--- config.mk ---
export PLATFORM = sky130hd
export DESIGN_NAME = capture_trigger_control
export DESIGN_NICKNAME = d
export VERILOG_FILES = /design/src/rtl/capture_trigger_control.v
export VERILOG_INCLUDE_DIRS = /design/src /design/src/rtl
export SDC_FILE = /design/constraint.sdc
export NUM_CORES = 1
export LEC_CHECK = 0
export ABC_AREA = 1
export BUFFER_PORTS_ARGS = -buffer_cell sky130_fd_sc_hd__buf_2
export CORE_UTILIZATION = 52
export DETAILED_ROUTE_END_ITERATION = 6
export PLACE_DENSITY = 0.77
export SETUP_SLACK_MARGIN = 0.2
export SYNTH_ARGS = -nofsm -noshare
export SYNTH_HDL_FRONTEND = slang
export SYNTH_SLANG_ARGS = --single-unit
--- constraint.sdc ---
create_clock -name i_clk -period 2.4 [get_ports i_clk]
set_clock_uncertainty 0.05 [all_clocks]
set_input_delay 0.48 -clock i_clk [delete_from_list [all_inputs] [get_ports i_clk]]
set_output_delay 0.48 -clock i_clk [all_outputs]
set_load 0.02 [all_outputs]
--- src/rtl/capture_trigger_map.vh ---
`ifndef CAPTURE_TRIGGER_MAP_VH
`define CAPTURE_TRIGGER_MAP_VH
`define MODE_CAPTURE 2'b01
`define GRP_EXT_TIMER 1'b0
`define GRP_UNIT 1'b1
`define SRC_TIMER_BASE 5'h08
`define EDGE_RISE_RISE 2'b00
`define EDGE_RISE_FALL 2'b01
`define EDGE_FALL_RISE 2'b10
`define EDGE_FALL_FALL 2'b11
`define ESTOP_CMP0 2'b00
`define ESTOP_CMP1 2'b01
`define ESTOP_EXT_IRQ_LINE0 2'b10
`define ESTOP_EXI4 2'b11
`define CNT_ZERO 16'h0000
`define CNT_ONE 16'h0001
`endif

--- src/rtl/capture_trigger_control.v ---
// What this block does
// mode 01b selects capture mode
// group 0 code 00H picks line 0
// start and stop each need enable bit
// edge mode 00b: start and stop rising
// event triggers act only with operation enable
// rising edge starts the counter
// falling edge latches capture B
// next rising stops, raises stop interrupt
// stopping rising edge latches capture A
// auto mode: restart, keep updating captures
// single mode: skip falling update after restart
// separate event and emergency-stop triggers
// event source among twenty inputs
// emergency stop halts counter, outputs low
// emergency source among four inputs
// interrupt controller feeds filtered lines
// comparators feed sampled outputs
// counter steps on counter clock, synced
// capture status clears by write or read
// rising stores A, falling stores B
// unread-capture flags set on latch
`timescale 1ns/10ps
`default_nettype none
`include "capture_trigger_map.vh"
module capture_trigger_control (
    // clock and reset
    input wire i_clk,
    input wire i_resetn,
    input wire i_ce,
    // configuration
    input wire [1:0] i_counter_mode_field,
    input wire i_one_shot_sel,
    input wire i_trig_src_group_sel,
    input wire [4:0] i_trig_src_code,
    input wire i_trig_start_en,
    input wire i_trig_stop_en,
    input wire [1:0] i_trig_edge_mode,
    input wire i_trig_op_en,
    input wire i_trig_stop_irq_en,
    input wire i_estop_en,
    input wire [1:0] i_estop_src_sel,
    input wire i_counter_clk,
    // software strobes
    input wire i_capture_a_irq_clr,
    input wire i_capture_b_irq_clr,
    input wire i_capture_a_read,
    input wire i_capture_b_read,
    input wire i_trig_stop_irq_clr,
    input wire i_estop_clr,
    // trigger sources
    input wire [7:0] i_ext_irq_trig,
    input wire [7:0] i_timer_irq_trig,
    input wire [3:0] i_unit_trig,
    input wire i_comparator0_trig,
    input wire i_comparator1_trig,
    // results
    output reg [15:0] o_capture_a_reg,
    output reg [15:0] o_capture_b_reg,
    output reg o_capture_a_flag,
    output reg o_capture_b_flag,
    output reg o_capture_a_irq,
    output reg o_capture_b_irq,
    output reg o_trig_stop_irq,
    output reg o_estop_irq,
    output reg o_running,
    output reg [15:0] o_count,
    output reg o_out_positive,
    output reg o_out_negative
);
    // external lines pass two flops; internal timer/unit triggers do not
    reg [7:0] ext_s1_q, ext_s2_q;
    reg cmp_s1_q, cmp_s2_q, cmp1_s1_q, cmp1_s2_q;
    reg ck_s1_q, ck_s2_q, ck_s3_q;
    reg ev_q, es_q;
    reg skip_b_q;
    reg ev_d, es_d;
    wire ev_rise, ev_fall, es_rise, ck_fall, start_edge, stop_edge;
    wire cap_mode;

    // event source: 0..7 ext, 8..15 timer irq in group 0; group 1 picks a unit
    function sel_event;
        input grp;
        input [4:0] code;
        input [7:0] ext;
        input [7:0] tmr;
        input [3:0] unit;
        begin
            if (grp == `GRP_UNIT)
                sel_event = unit[code[1:0]];
            else if (code < `SRC_TIMER_BASE)
                sel_event = ext[code[2:0]];
            else
                sel_event = tmr[code[2:0]];
        end
    endfunction

    always @* begin
        ev_d = sel_event(i_trig_src_group_sel, i_trig_src_code, ext_s2_q,
                         i_timer_irq_trig, i_unit_trig);
        case (i_estop_src_sel)
            `ESTOP_CMP0: es_d = cmp_s2_q;
            `ESTOP_CMP1: es_d = cmp1_s2_q;
            `ESTOP_EXT_IRQ_LINE0: es_d = ext_s2_q[0];
            `ESTOP_EXI4: es_d = ext_s2_q[4];
            default: es_d = 1'b0;
        endcase
    end

    assign ev_rise = ev_d & ~ev_q;
    assign ev_fall = ~ev_d & ev_q;
    assign es_rise = es_d & ~es_q;
    assign ck_fall = ck_s3_q & ~ck_s2_q;
    assign cap_mode = (i_counter_mode_field == `MODE_CAPTURE);
    // bit1 picks start edge, bit0 stop edge; 0 means rising
    assign start_edge = i_trig_edge_mode[1] ? ev_fall : ev_rise;
    assign stop_edge = i_trig_edge_mode[0] ? ev_fall : ev_rise;

    always @(posedge i_clk or negedge i_resetn) begin
        if (!i_resetn) begin
            ext_s1_q <= 8'h00;
            ext_s2_q <= 8'h00;
            cmp_s1_q <= 1'b0;
            cmp_s2_q <= 1'b0;
            cmp1_s1_q <= 1'b0;
            cmp1_s2_q <= 1'b0;
            ck_s1_q <= 1'b0;
            ck_s2_q <= 1'b0;
            ck_s3_q <= 1'b0;
            ev_q <= 1'b0;
            es_q <= 1'b0;
            skip_b_q <= 1'b0;
            o_capture_a_reg <= `CNT_ZERO;
            o_capture_b_reg <= `CNT_ZERO;
            o_capture_a_flag <= 1'b0;
            o_capture_b_flag <= 1'b0;
            o_capture_a_irq <= 1'b0;
            o_capture_b_irq <= 1'b0;
            o_trig_stop_irq <= 1'b0;
            o_estop_irq <= 1'b0;
            o_running <= 1'b0;
            o_count <= `CNT_ZERO;
            o_out_positive <= 1'b0;
            o_out_negative <= 1'b0;
        end else if (i_ce) begin
            ext_s1_q <= i_ext_irq_trig;
            ext_s2_q <= ext_s1_q;
            cmp_s1_q <= i_comparator0_trig;
            cmp_s2_q <= cmp_s1_q;
            cmp1_s1_q <= i_comparator1_trig;
            cmp1_s2_q <= cmp1_s1_q;
            ck_s1_q <= i_counter_clk;
            ck_s2_q <= ck_s1_q;
            ck_s3_q <= ck_s2_q;
            ev_q <= ev_d;
            es_q <= es_d;
            // outputs held low: waveforms are not produced here
            o_out_positive <= 1'b0;
            o_out_negative <= 1'b0;
            if (o_running && ck_fall)
                o_count <= o_count + `CNT_ONE;
            // clears first so that a simultaneous set wins below
            if (i_capture_a_irq_clr || i_capture_a_read)
                o_capture_a_irq <= 1'b0;
            if (i_capture_b_irq_clr || i_capture_b_read)
                o_capture_b_irq <= 1'b0;
            if (i_capture_a_read)
                o_capture_a_flag <= 1'b0;
            if (i_capture_b_read)
                o_capture_b_flag <= 1'b0;
            if (i_trig_stop_irq_clr)
                o_trig_stop_irq <= 1'b0;
            if (i_estop_clr)
                o_estop_irq <= 1'b0;
            if (i_estop_en && es_rise) begin
                o_running <= 1'b0;
                o_estop_irq <= 1'b1;
            end else if (i_trig_op_en && !o_estop_irq) begin
                if (o_running && i_trig_stop_en && stop_edge) begin
                    o_running <= 1'b0;
                    if (i_trig_stop_irq_en)
                        o_trig_stop_irq <= 1'b1;
                    if (cap_mode) begin
                        o_capture_a_reg <= o_count;
                        o_capture_a_flag <= 1'b1;
                        o_capture_a_irq <= 1'b1;
                        skip_b_q <= i_one_shot_sel;
                    end
                end else if (!o_running && i_trig_start_en && start_edge) begin
                    o_running <= 1'b1;
                    o_count <= `CNT_ZERO;
                end
                if (cap_mode && o_running && ev_fall) begin
                    if (skip_b_q)
                        skip_b_q <= 1'b0;
                    else begin
                        o_capture_b_reg <= o_count;
                        o_capture_b_flag <= 1'b1;
                        o_capture_b_irq <= 1'b1;
                    end
                end
            end
        end
    end
endmodule
`default_nettype wire

Word-level counts from Yosys, hierarchy flattened
Index checks and enable logic that the tools add are counted. W data, S select, Z words.

Add/subtract/negate cells: 1. Multipliers: 0. Divide/modulo/power cells: 0. $lt $le $gt $ge: 3. Equality and inequality tests: 4. Shift-type cells: 0. Muxes and demuxes: 51. Bitwise operators: 10. Reductions and logical operators: 22.

Operator list (number): $mux W16 (5); $mux W1 (42); $add A16 B1 Y16 const B (1); $reduce_and A5 Y1 (2); $logic_and A1 B1 Y1 (9); $bmux W1 S3 (2); $not A1 Y1 (6); $reduce_and A3 Y1 (2); $lt A5 B4 Y1 const B (1); $and A1 B1 Y1 (4); $eq A2 B1 Y1 const B (2); $eq A2 B2 Y1 const B (2); $lt A3 B4 Y1 const B (1); $pmux W1 S4 (1); $reduce_bool A2 Y1 (2); $lt A2 B3 Y1 const B (1); $reduce_bool A3 Y1 (1); $bmux W1 S2 (1); $logic_not A1 Y1 (2); $logic_not A2 Y1 (1); $logic_or A1 B1 Y1 (2); $reduce_and A2 Y1 (1).

Register bits after elaboration: 81. Latch bits: 0. Bits in writable memories: 0. Bits in read-only memories: 0. Input bits: 50. Output and inout port bits: 57. Word-level logic and storage cells: 113. Memories kept: 0.

Depth between registers and ports, before layout
Gate-level depths: netlist (run 1).

Depth after elaboration: 12. Depth in mapped cells: 16. Depth with buffers taken out: 15.

Worst setup path after synthesis (run 1)
No wires, ideal clock.

Path type: input to register. Start: input i_trig_src_code[0]. End: register o_capture_a_reg[2]. Setup time: 0.121 ns. Arrival time: 1.789 ns. Required time: 2.229 ns. Path slack: 0.440 ns. Stages on the path: 16. Buffers on the path: 2. Path through: buf_6 -> nand2_1 -> nand3_1 -> nand3_1 -> nand2_1 -> nand2_2 -> nand2_2 -> nand2_2 -> nand3_4 -> nand2_2 -> nand2_2 -> nor2_4 -> nand2_4 -> buf_6 -> nand2_2 -> o21ai_2.

Word-level cells in the longest chain between the ends: 9. Elaborated cells between the ends (all ways): 15. Classes of those cells: order compare (1); mux (9); bitwise (3); reduce/logical (2).

Ends and longest elaborated chain: start: declaration (RTL line capture_trigger_control.v:35) `input wire [4:0] i_trig_src_code,`; $bmux W1 S3, on equally long branches (RTL line capture_trigger_control.v:94, capture_trigger_control.v:92); $mux W1, on equally long branches (RTL line capture_trigger_control.v:94, capture_trigger_control.v:92); $mux W1 (RTL line capture_trigger_control.v:91) `` else if (code < `SRC_TIMER_BASE) ``; $mux W1 (*) (RTL line capture_trigger_control.v:89) `` if (grp == `GRP_UNIT) ``; $not A1 Y1 (RTL line capture_trigger_control.v:111) `assign ev_fall = ~ev_d & ev_q;`; $and A1 B1 Y1 (RTL line capture_trigger_control.v:111); $mux W1 (*) (RTL line capture_trigger_control.v:117) `assign stop_edge = i_trig_edge_mode[0] ? ev_fall : ev_rise;`; $logic_and A1 B1 Y1 (*) (RTL line capture_trigger_control.v:179) `if (o_running && i_trig_stop_en && stop_edge) begin`; $reduce_and A5 Y1 (no source line) (*); end signal: assignment (RTL line capture_trigger_control.v:133) `` o_capture_a_reg <= `CNT_ZERO; ``; end signal: assignment (RTL line capture_trigger_control.v:184) `o_capture_a_reg <= o_count;`; end: declaration (RTL line capture_trigger_control.v:58) `output reg [15:0] o_capture_a_reg,`.

Every way passes the cells marked *; elsewhere a longest branch is shown, timed or not. The select of a mux whose other input is x is not followed. A chain may end at the register's enable or synchronous reset.

Final worst setup path (run 1)
Start: register o_running. End: register o_count[14].

Word-level cells in the longest chain between the ends: 7. Elaborated cells between the ends (all ways): 11. Classes of those cells: mux (5); reduce/logical (6).

Ends and longest elaborated chain: start: declaration (RTL line capture_trigger_control.v:66) `output reg o_running,`; start signal: assignment (RTL line capture_trigger_control.v:141) `o_running <= 1'b0;`; start signal: assignment (RTL line capture_trigger_control.v:176) `o_running <= 1'b0;`; start signal: assignment (RTL line capture_trigger_control.v:180) `o_running <= 1'b0;`; $logic_not A1 Y1 (RTL line capture_trigger_control.v:189) `end else if (!o_running && i_trig_start_en && start_edge) begin`; $logic_and A1 B1 Y1 (2 in series) (RTL line capture_trigger_control.v:189); $mux W16 (RTL line capture_trigger_control.v:189); $mux W16 (RTL line capture_trigger_control.v:179); $mux W16 (RTL line capture_trigger_control.v:178) `end else if (i_trig_op_en && !o_estop_irq) begin`; $mux W16 (*) (RTL line capture_trigger_control.v:175) `if (i_estop_en && es_rise) begin`; end signal: assignment (RTL line capture_trigger_control.v:142) `` o_count <= `CNT_ZERO; ``; end signal: assignment (RTL line capture_trigger_control.v:161) `` o_count <= o_count + `CNT_ONE; ``; end signal: assignment (RTL line capture_trigger_control.v:191) `` o_count <= `CNT_ZERO; ``; end: declaration (RTL line capture_trigger_control.v:67) `output reg [15:0] o_count,`.

Every way passes the cells marked *; elsewhere a longest branch is shown, timed or not.

==> impl_metrics.env, run 1 <==
export IMPL_drive_gt1_frac=0.3093
export IMPL_critical_path_slowest_cell="dfrtp_1"
export IMPL_use_met2=0.3930
export IMPL_cp_required_ps=2600
export IMPL_grt_pass1_vias=3115
export IMPL_grt_busiest_layer="met2"
export IMPL_core_sq_mm=0.007214
export IMPL_multi_input_area_sq_mm=0.001589
export IMPL_synth_cells=460
export IMPL_path_depth=10
export IMPL_clk_path_buf_depth=2
export IMPL_comb_power_share=0.244
export IMPL_die_y_um=88.24
export IMPL_yosysWarnings=0
export IMPL_synth_edff_count=0
export IMPL_endpoint_kind="flip-flop"
export IMPL_reg2reg_from="o_running"
export IMPL_cellPowerDensity_mw_per_mm2=751.0
export IMPL_dieArea_sq_mm=0.007786
export IMPL_ys_seq_area_frac=0.5241
export IMPL_gp_congestion=0.8856
export IMPL_arrival_ps=2330
export IMPL_regArea_sq_mm=0.002027
export IMPL_synth_top_area_frac=0.5241
export IMPL_path_class="reg -> reg"
export IMPL_synth_avg_cell_area_sq_um=8.408
export IMPL_reg2reg_depth=10
export IMPL_sw_frac_of_total=0.3526
export IMPL_grt_max_degree=44
export IMPL_io_pins=107
export IMPL_ctsHoldBuffers=0
export IMPL_met1_usage=0.2975
export IMPL_clkSlewWorstSetupHoldPaths_ps=90
export IMPL_root_buffer="clkbuf_8"
export IMPL_yosys_top_cells_area="dfrtp_1, nand2_1, nand3_1"
export IMPL_outcome="completed"
export IMPL_area_growth_pct=23.52
export IMPL_vias=3419
export IMPL_max_freq_mhz=470.7
export IMPL_crit_family="simple AND/OR/NAND/NOR gates"
export IMPL_fin_area_sq_mm=0.004777
export IMPL_setup_viol=0
export IMPL_rows=31
export IMPL_diodes=0
export IMPL_startpoint_type="flip-flop"
export IMPL_grt_overflow_total=0
export IMPL_p_seq_frac=0.466
export IMPL_numCtsBuffers=9
export IMPL_crit_top_cell="nor3_4"
export IMPL_start_util=0.5361
export IMPL_leakagePower_nw=2.686
export IMPL_timing_final_hold_violations=0
export IMPL_wirelength_um=8793
export IMPL_ant_nets=0
export IMPL_netlist_area_sq_mm=0.003867
export IMPL_intPower_mw=2.323
export IMPL_cp_max_fo=5
export IMPL_worstHoldPathType="in -> async"
export IMPL_cts_sinks=81
export IMPL_die_w_um=88.24
export IMPL_ir_worst_vdd_mv=0.3576
export IMPL_cpPeakStageDelay_ps=420
export IMPL_dpl_cell_area_sq_mm=0.004514
export IMPL_grt_usage=0.2315
export IMPL_first_iter_violations=135
export IMPL_pwr_share_clk=0.290
export IMPL_power_switching_mw=1.265
export IMPL_synth_async_reset_ratio=1.000
export IMPL_power_mw=3.588
export IMPL_yosys_cell_types_count=30
export IMPL_rsz0062_at_grt="yes"
export IMPL_antenna_found_initial=0
export IMPL_remaining_drc_errors=0
export IMPL_grt_pass1_wl_um=13870
export IMPL_hpwl_um=6299
export IMPL_worstMarginPinSlew_ps=549.5
export IMPL_finalSetupTns_ps=0
export IMPL_nFillCells=618
export IMPL_crit_buf_inv=1
export IMPL_port_buffers=104
export IMPL_grt_use_met3=0.03451
export IMPL_ys_flop_type="dfrtp_1"
export IMPL_drv_cap=0
export IMPL_cts_tree="done"
export IMPL_wl_per_cell_um=12.91
export IMPL_drv_slew=0
export IMPL_startpoint="o_running"
export IMPL_htreeDepth=3
export IMPL_post_route_period_util=0.8853
export IMPL_final_nets=628
export IMPL_via_per_inst=5.021
export IMPL_fin_crit_ps=2125
export IMPL_first_pass_iters=4
export IMPL_yosysTopAreaCell="dfrtp_1"
export IMPL_relSlewSlack=0.6337
export IMPL_path_cells="inv_2, nor3_4, nand2_2, nor3_4, nand3_2, nor3_4, nand3_1, nor2_1, xor2_1, nor2_1"
export IMPL_clk_latency_ps=350
export IMPL_ys_seq_elements=81
## through the flow
| stage | util | worst slack (ps) | instances | hold WS (ps) |
|---|---|---|---|---|
| 2_1_floorplan | - | 439.6 | 461 | 134.4 |
| 3_3_place_gp | 0.6257 | 191.3 | 659 | 403.5 |
| 3_5_place_dp | 0.6257 | 95.71 | 659 | 403.8 |
| 4_1_cts | 0.6545 | 265.0 | 675 | 86.30 |
| 5_1_grt | 0.6622 | 171.3 | 681 | 113.3 |
| 6_report | 0.6622 | 275.4 | 681 | 69.04 |
## cells by family (layout without fill, tap and decap cells)
family	after synthesis	after routing	synth area share
other	1	2	0.0009696
AO/OA/AOI/OAI	43	43	0.06923
flip-flops	81	81	0.5241
XOR/XNOR	8	8	0.01812
AND/OR/NAND/NOR	266	267	0.3138
buffers and inverters	60	180	0.07052
adder cells (fa/ha/maj)	1	1	0.003235
## worst reg2reg max path: cells and delay by family, from the launching register on
kind | cells | cell delay [ps]
buffers and inverters | 1 | 100
and+or+nand+nor | 8 | 1300
DFF | 1 | 420
xor gates and xnor gates | 1 | 160
## repair_timing
action                                  CTS  global route
endpoints found under the hold margin     0             0
setup buffers                             0             5
endpoints found under the setup margin    0             5
resized for setup                         0             2
## cell type report
cell class,count,share of cell area
Sequential cell,81,0.4243
Timing Repair Buffer,119,0.1383
Clock buffer,9,0.02593
Inverter,45,0.03536
Clock inverter,7,0.01755
Tap cell,99,0.02593
Multi-Input combinational cell,321,0.3326
## placed cells by master, fill, tap and decap left out, types with 2 or more instances in the layout
cell / instances
nand2_1: 162
buf_2: 103
dfrtp_1: 81
inv_1: 40
nand3_1: 37
nor2_1: 28
o21ai_0: 21
o21ai_2: 14
buf_4: 14
nand2_2: 13
clkbuf_8: 9
nor3_1: 8
xor2_1: 8
inv_2: 5
nand4_1: 5
a21oi_1: 5
nor3_4: 4
o21ai_1: 3
inv_6: 3
nand3_2: 2
nand2_4: 2
conb_1: 2
buf_12: 2
## final timing paths
kind | endpoint | slack (ps)
max in group asynchronous | o_capture_a_reg[13] | 1650
min in group i_clk | cmp_s1_q | 270
setup reg to reg | o_count[14] | 280
setup / recovery | o_count[14] | 280
hold reg to reg | ext_s1_q[1] | 430
hold / removal | o_capture_b_reg[2] | 70
## power groups by stage
stage,clock network [mW],logic (mW),registers (mW)
final,1.04,0.874,1.67
after global routing,1.10,0.974,1.69
after CTS,1.05,0.871,1.67
after detailed placement,0,0.868,1.69
after global placement,0,0.846,1.69
after floorplan,0,0.405,1.82
## synth_stat cells, types with 8 or more instances
cell type    n
o21ai_2     14
nor2_1      28
nor3_1       8
inv_1       40
nand3_1     37
o21ai_0     21
nand2_1    162
xor2_1       8
nand2_2     13
dfrtp_1     81
## routing by layer
| layer | wire length (um) | share of wire | vias up |
|---|---|---|---|
| met5 | 0 | 0 | - |
| met2 | 4347 | 0.49 | 103 |
| met3 | 455 | 0.052 | 11 |
| li1 | - | - | 1687 |
| met1 | 3880 | 0.44 | 1618 |
| met4 | 109 | 0.012 | 0 |
No activity file was read; power rests on OpenSTA's default activity.
==> inputs of run 2 (changes only) <==
--- a/config.mk
+++ b/config.mk
@@ -11,6 +11,7 @@
 export CORE_UTILIZATION = 52
 export DETAILED_ROUTE_END_ITERATION = 6
 export PLACE_DENSITY = 0.77
+export REMOVE_ABC_BUFFERS = 1
 export SETUP_SLACK_MARGIN = 0.2
 export SYNTH_ARGS = -nofsm -noshare
 export SYNTH_HDL_FRONTEND = slang
==> impl_metrics.env, run 2 (synthesis results as in run 1) <==
export IMPL_path_cells="nor3_4, nand2_2, nor3_4, nand3_2, nor3_4, nand3_1, nor2_1, xor2_1, nor2_1"
export IMPL_grt_overflow_total=0
export IMPL_wl_per_cell_um=12.72
export IMPL_crit_top_cell="nor3_4"
export IMPL_timing_final_hold_violations=0
export IMPL_grt_usage=0.2428
export IMPL_port_buffers=104
export IMPL_ctsHoldBuffers=0
export IMPL_layout_common_cells="nand2_1, buf_2, dfrtp_1"
export IMPL_rsz0062_at_grt="yes"
export IMPL_drv_slew=0
export IMPL_root_buffer="clkbuf_8"
export IMPL_dieArea_sq_mm=0.007786
export IMPL_path_class="reg -> reg"
export IMPL_cts_sinks=81
export IMPL_final_common_cell="nand2_1"
export IMPL_crit_buf_inv=0
export IMPL_critical_path_slowest_cell="dfrtp_1"
export IMPL_grt_max_degree=43
export IMPL_ir_worst_vdd_mv=0.4065
export IMPL_gp_congestion=0.8803
export IMPL_arrival_ps=2210
export IMPL_finalSetupTns_ps=0
export IMPL_max_freq_mhz=495.5
export IMPL_fin_crit_ps=2018
export IMPL_outcome="completed"
export IMPL_htreeDepth=3
export IMPL_die_w_um=88.24
export IMPL_numCtsBuffers=9
export IMPL_clkSlewWorstSetupHoldPaths_ps=90
export IMPL_die_y_um=88.24
export IMPL_endpoint_kind="flip-flop"
export IMPL_clk_latency_ps=350
export IMPL_dpl_cell_area_sq_mm=0.004502
export IMPL_setup_viol=0
export IMPL_cts_tree="done"
export IMPL_reg2reg_from="ck_s2_q"
export IMPL_clk_path_buf_depth=2
export IMPL_final_cells=675
export IMPL_vias=3330
export IMPL_grt_pass1_vias=3161
export IMPL_timing_rr_end="o_count[14]"
export IMPL_dp_cells=659
export IMPL_io_pins=107
export IMPL_area_growth_pct=23.16
export IMPL_leakagePower_nw=2.662
export IMPL_antenna_found_initial=0
export IMPL_diodes=0
export IMPL_worstMarginPinSlew_ps=537.3
export IMPL_ant_nets=0
export IMPL_cpPeakStageDelay_ps=440
export IMPL_rows=31
export IMPL_reg2reg_depth=9
export IMPL_hpwl_um=6240
export IMPL_wirelength_um=8585
export IMPL_start_util=0.5361
export IMPL_cellPowerDensity_mw_per_mm2=786.8
export IMPL_crit_family="simple AND/OR/NAND/NOR gates"
export IMPL_fin_area_sq_mm=0.004763
export IMPL_worstHoldPathType="in -> async"
export IMPL_drv_cap=0
export IMPL_startpoint_type="flip-flop"
export IMPL_cp_required_ps=2590
export IMPL_via_per_inst=4.933
export IMPL_grt_pass1_wl_um=14320
export IMPL_cp_max_fo=5
export IMPL_power_mw=3.748
export IMPL_rrSetupSlack_ps=380
export IMPL_remaining_drc_errors=0
export IMPL_relSlewSlack=0.6418
export IMPL_first_iter_violations=196
export IMPL_drive_gt1_frac=0.3038
export IMPL_first_pass_iters=4
export IMPL_final_nets=622
export IMPL_post_route_period_util=0.8409
export IMPL_core_sq_mm=0.007214
[run 2: cell type report]
| class | count | area [sq um] |
|---|---|---|
| Fill cell | 630 | 2451 |
| Sequential cell | 81 | 2027 |
| Multi-Input combinational cell | 320 | 1580 |
| Timing Repair Buffer | 114 | 610.6 |
| Inverter | 45 | 168.9 |
| Clock buffer | 10 | 137.6 |
| Tap cell | 99 | 123.9 |
| Clock inverter | 6 | 115.1 |
[run 2: what timing repair did]
| action | in CTS | in global routing |
|---|---|---|
| endpoints found under the setup margin | 0 | 2 |
| resized for setup | 0 | 2 |
| setup buffers | 0 | 0 |
[run 2: stage by stage]
| step | hold slack (ps) | setup slack, ps | utilization |
|---|---|---|---|
| 6_report | 49.55 | 381.9 | 0.6603 |
| 5_1_grt | 91.34 | 201.3 | 0.6603 |
| 4_1_cts | 66.56 | 338.2 | 0.6590 |
| 3_5_place_dp | 407.4 | 130.0 | 0.6240 |
| 3_3_place_gp | 401.8 | 210.1 | 0.6240 |
| 2_1_floorplan | 134.4 | 284.9 | - |
[run 2: worst reg2reg max path, cell delays in order (launching register included)]
cell     delay [ps]
dfrtp_1         440
nor3_4          290
nand2_2         150
nor3_4          180
nand3_2         150
nor3_4          170
nand3_1         130
nor2_1          140
xor2_1          160
nor2_1           60
[run 2: layer usage]
metal | global-route usage | wire, um
met1 | 0.3106 | 3789
met2 | 0.4203 | 4332
met3 | 0.03451 | 313
met4 | 0.09091 | 150
met5 | 0 | 0
[run 2: power by group]
group / switching (mW) / total, mW / internal [mW]
Sequential: 0.151 / 1.68 / 1.53
Combinational: 0.567 / 0.841 / 0.274
Clock: 0.501 / 1.22 / 0.723
Total: 1.22 / 3.75 / 2.53
[run 2: how the worst max path moves through the flow]
stage,from,endpoint,cells past startpoint
after detailed placement,i_trig_src_code[0],o_capture_a_reg[9],16
after CTS,ck_s2_q,o_count[14],9
after floorplan,i_estop_src_sel[0],o_capture_b_reg[11],11
after global placement,i_trig_src_code[0],o_capture_a_reg[11],16
after global routing,ext_s2_q[4],o_capture_a_reg[7],11
final,ck_s2_q,o_count[14],9
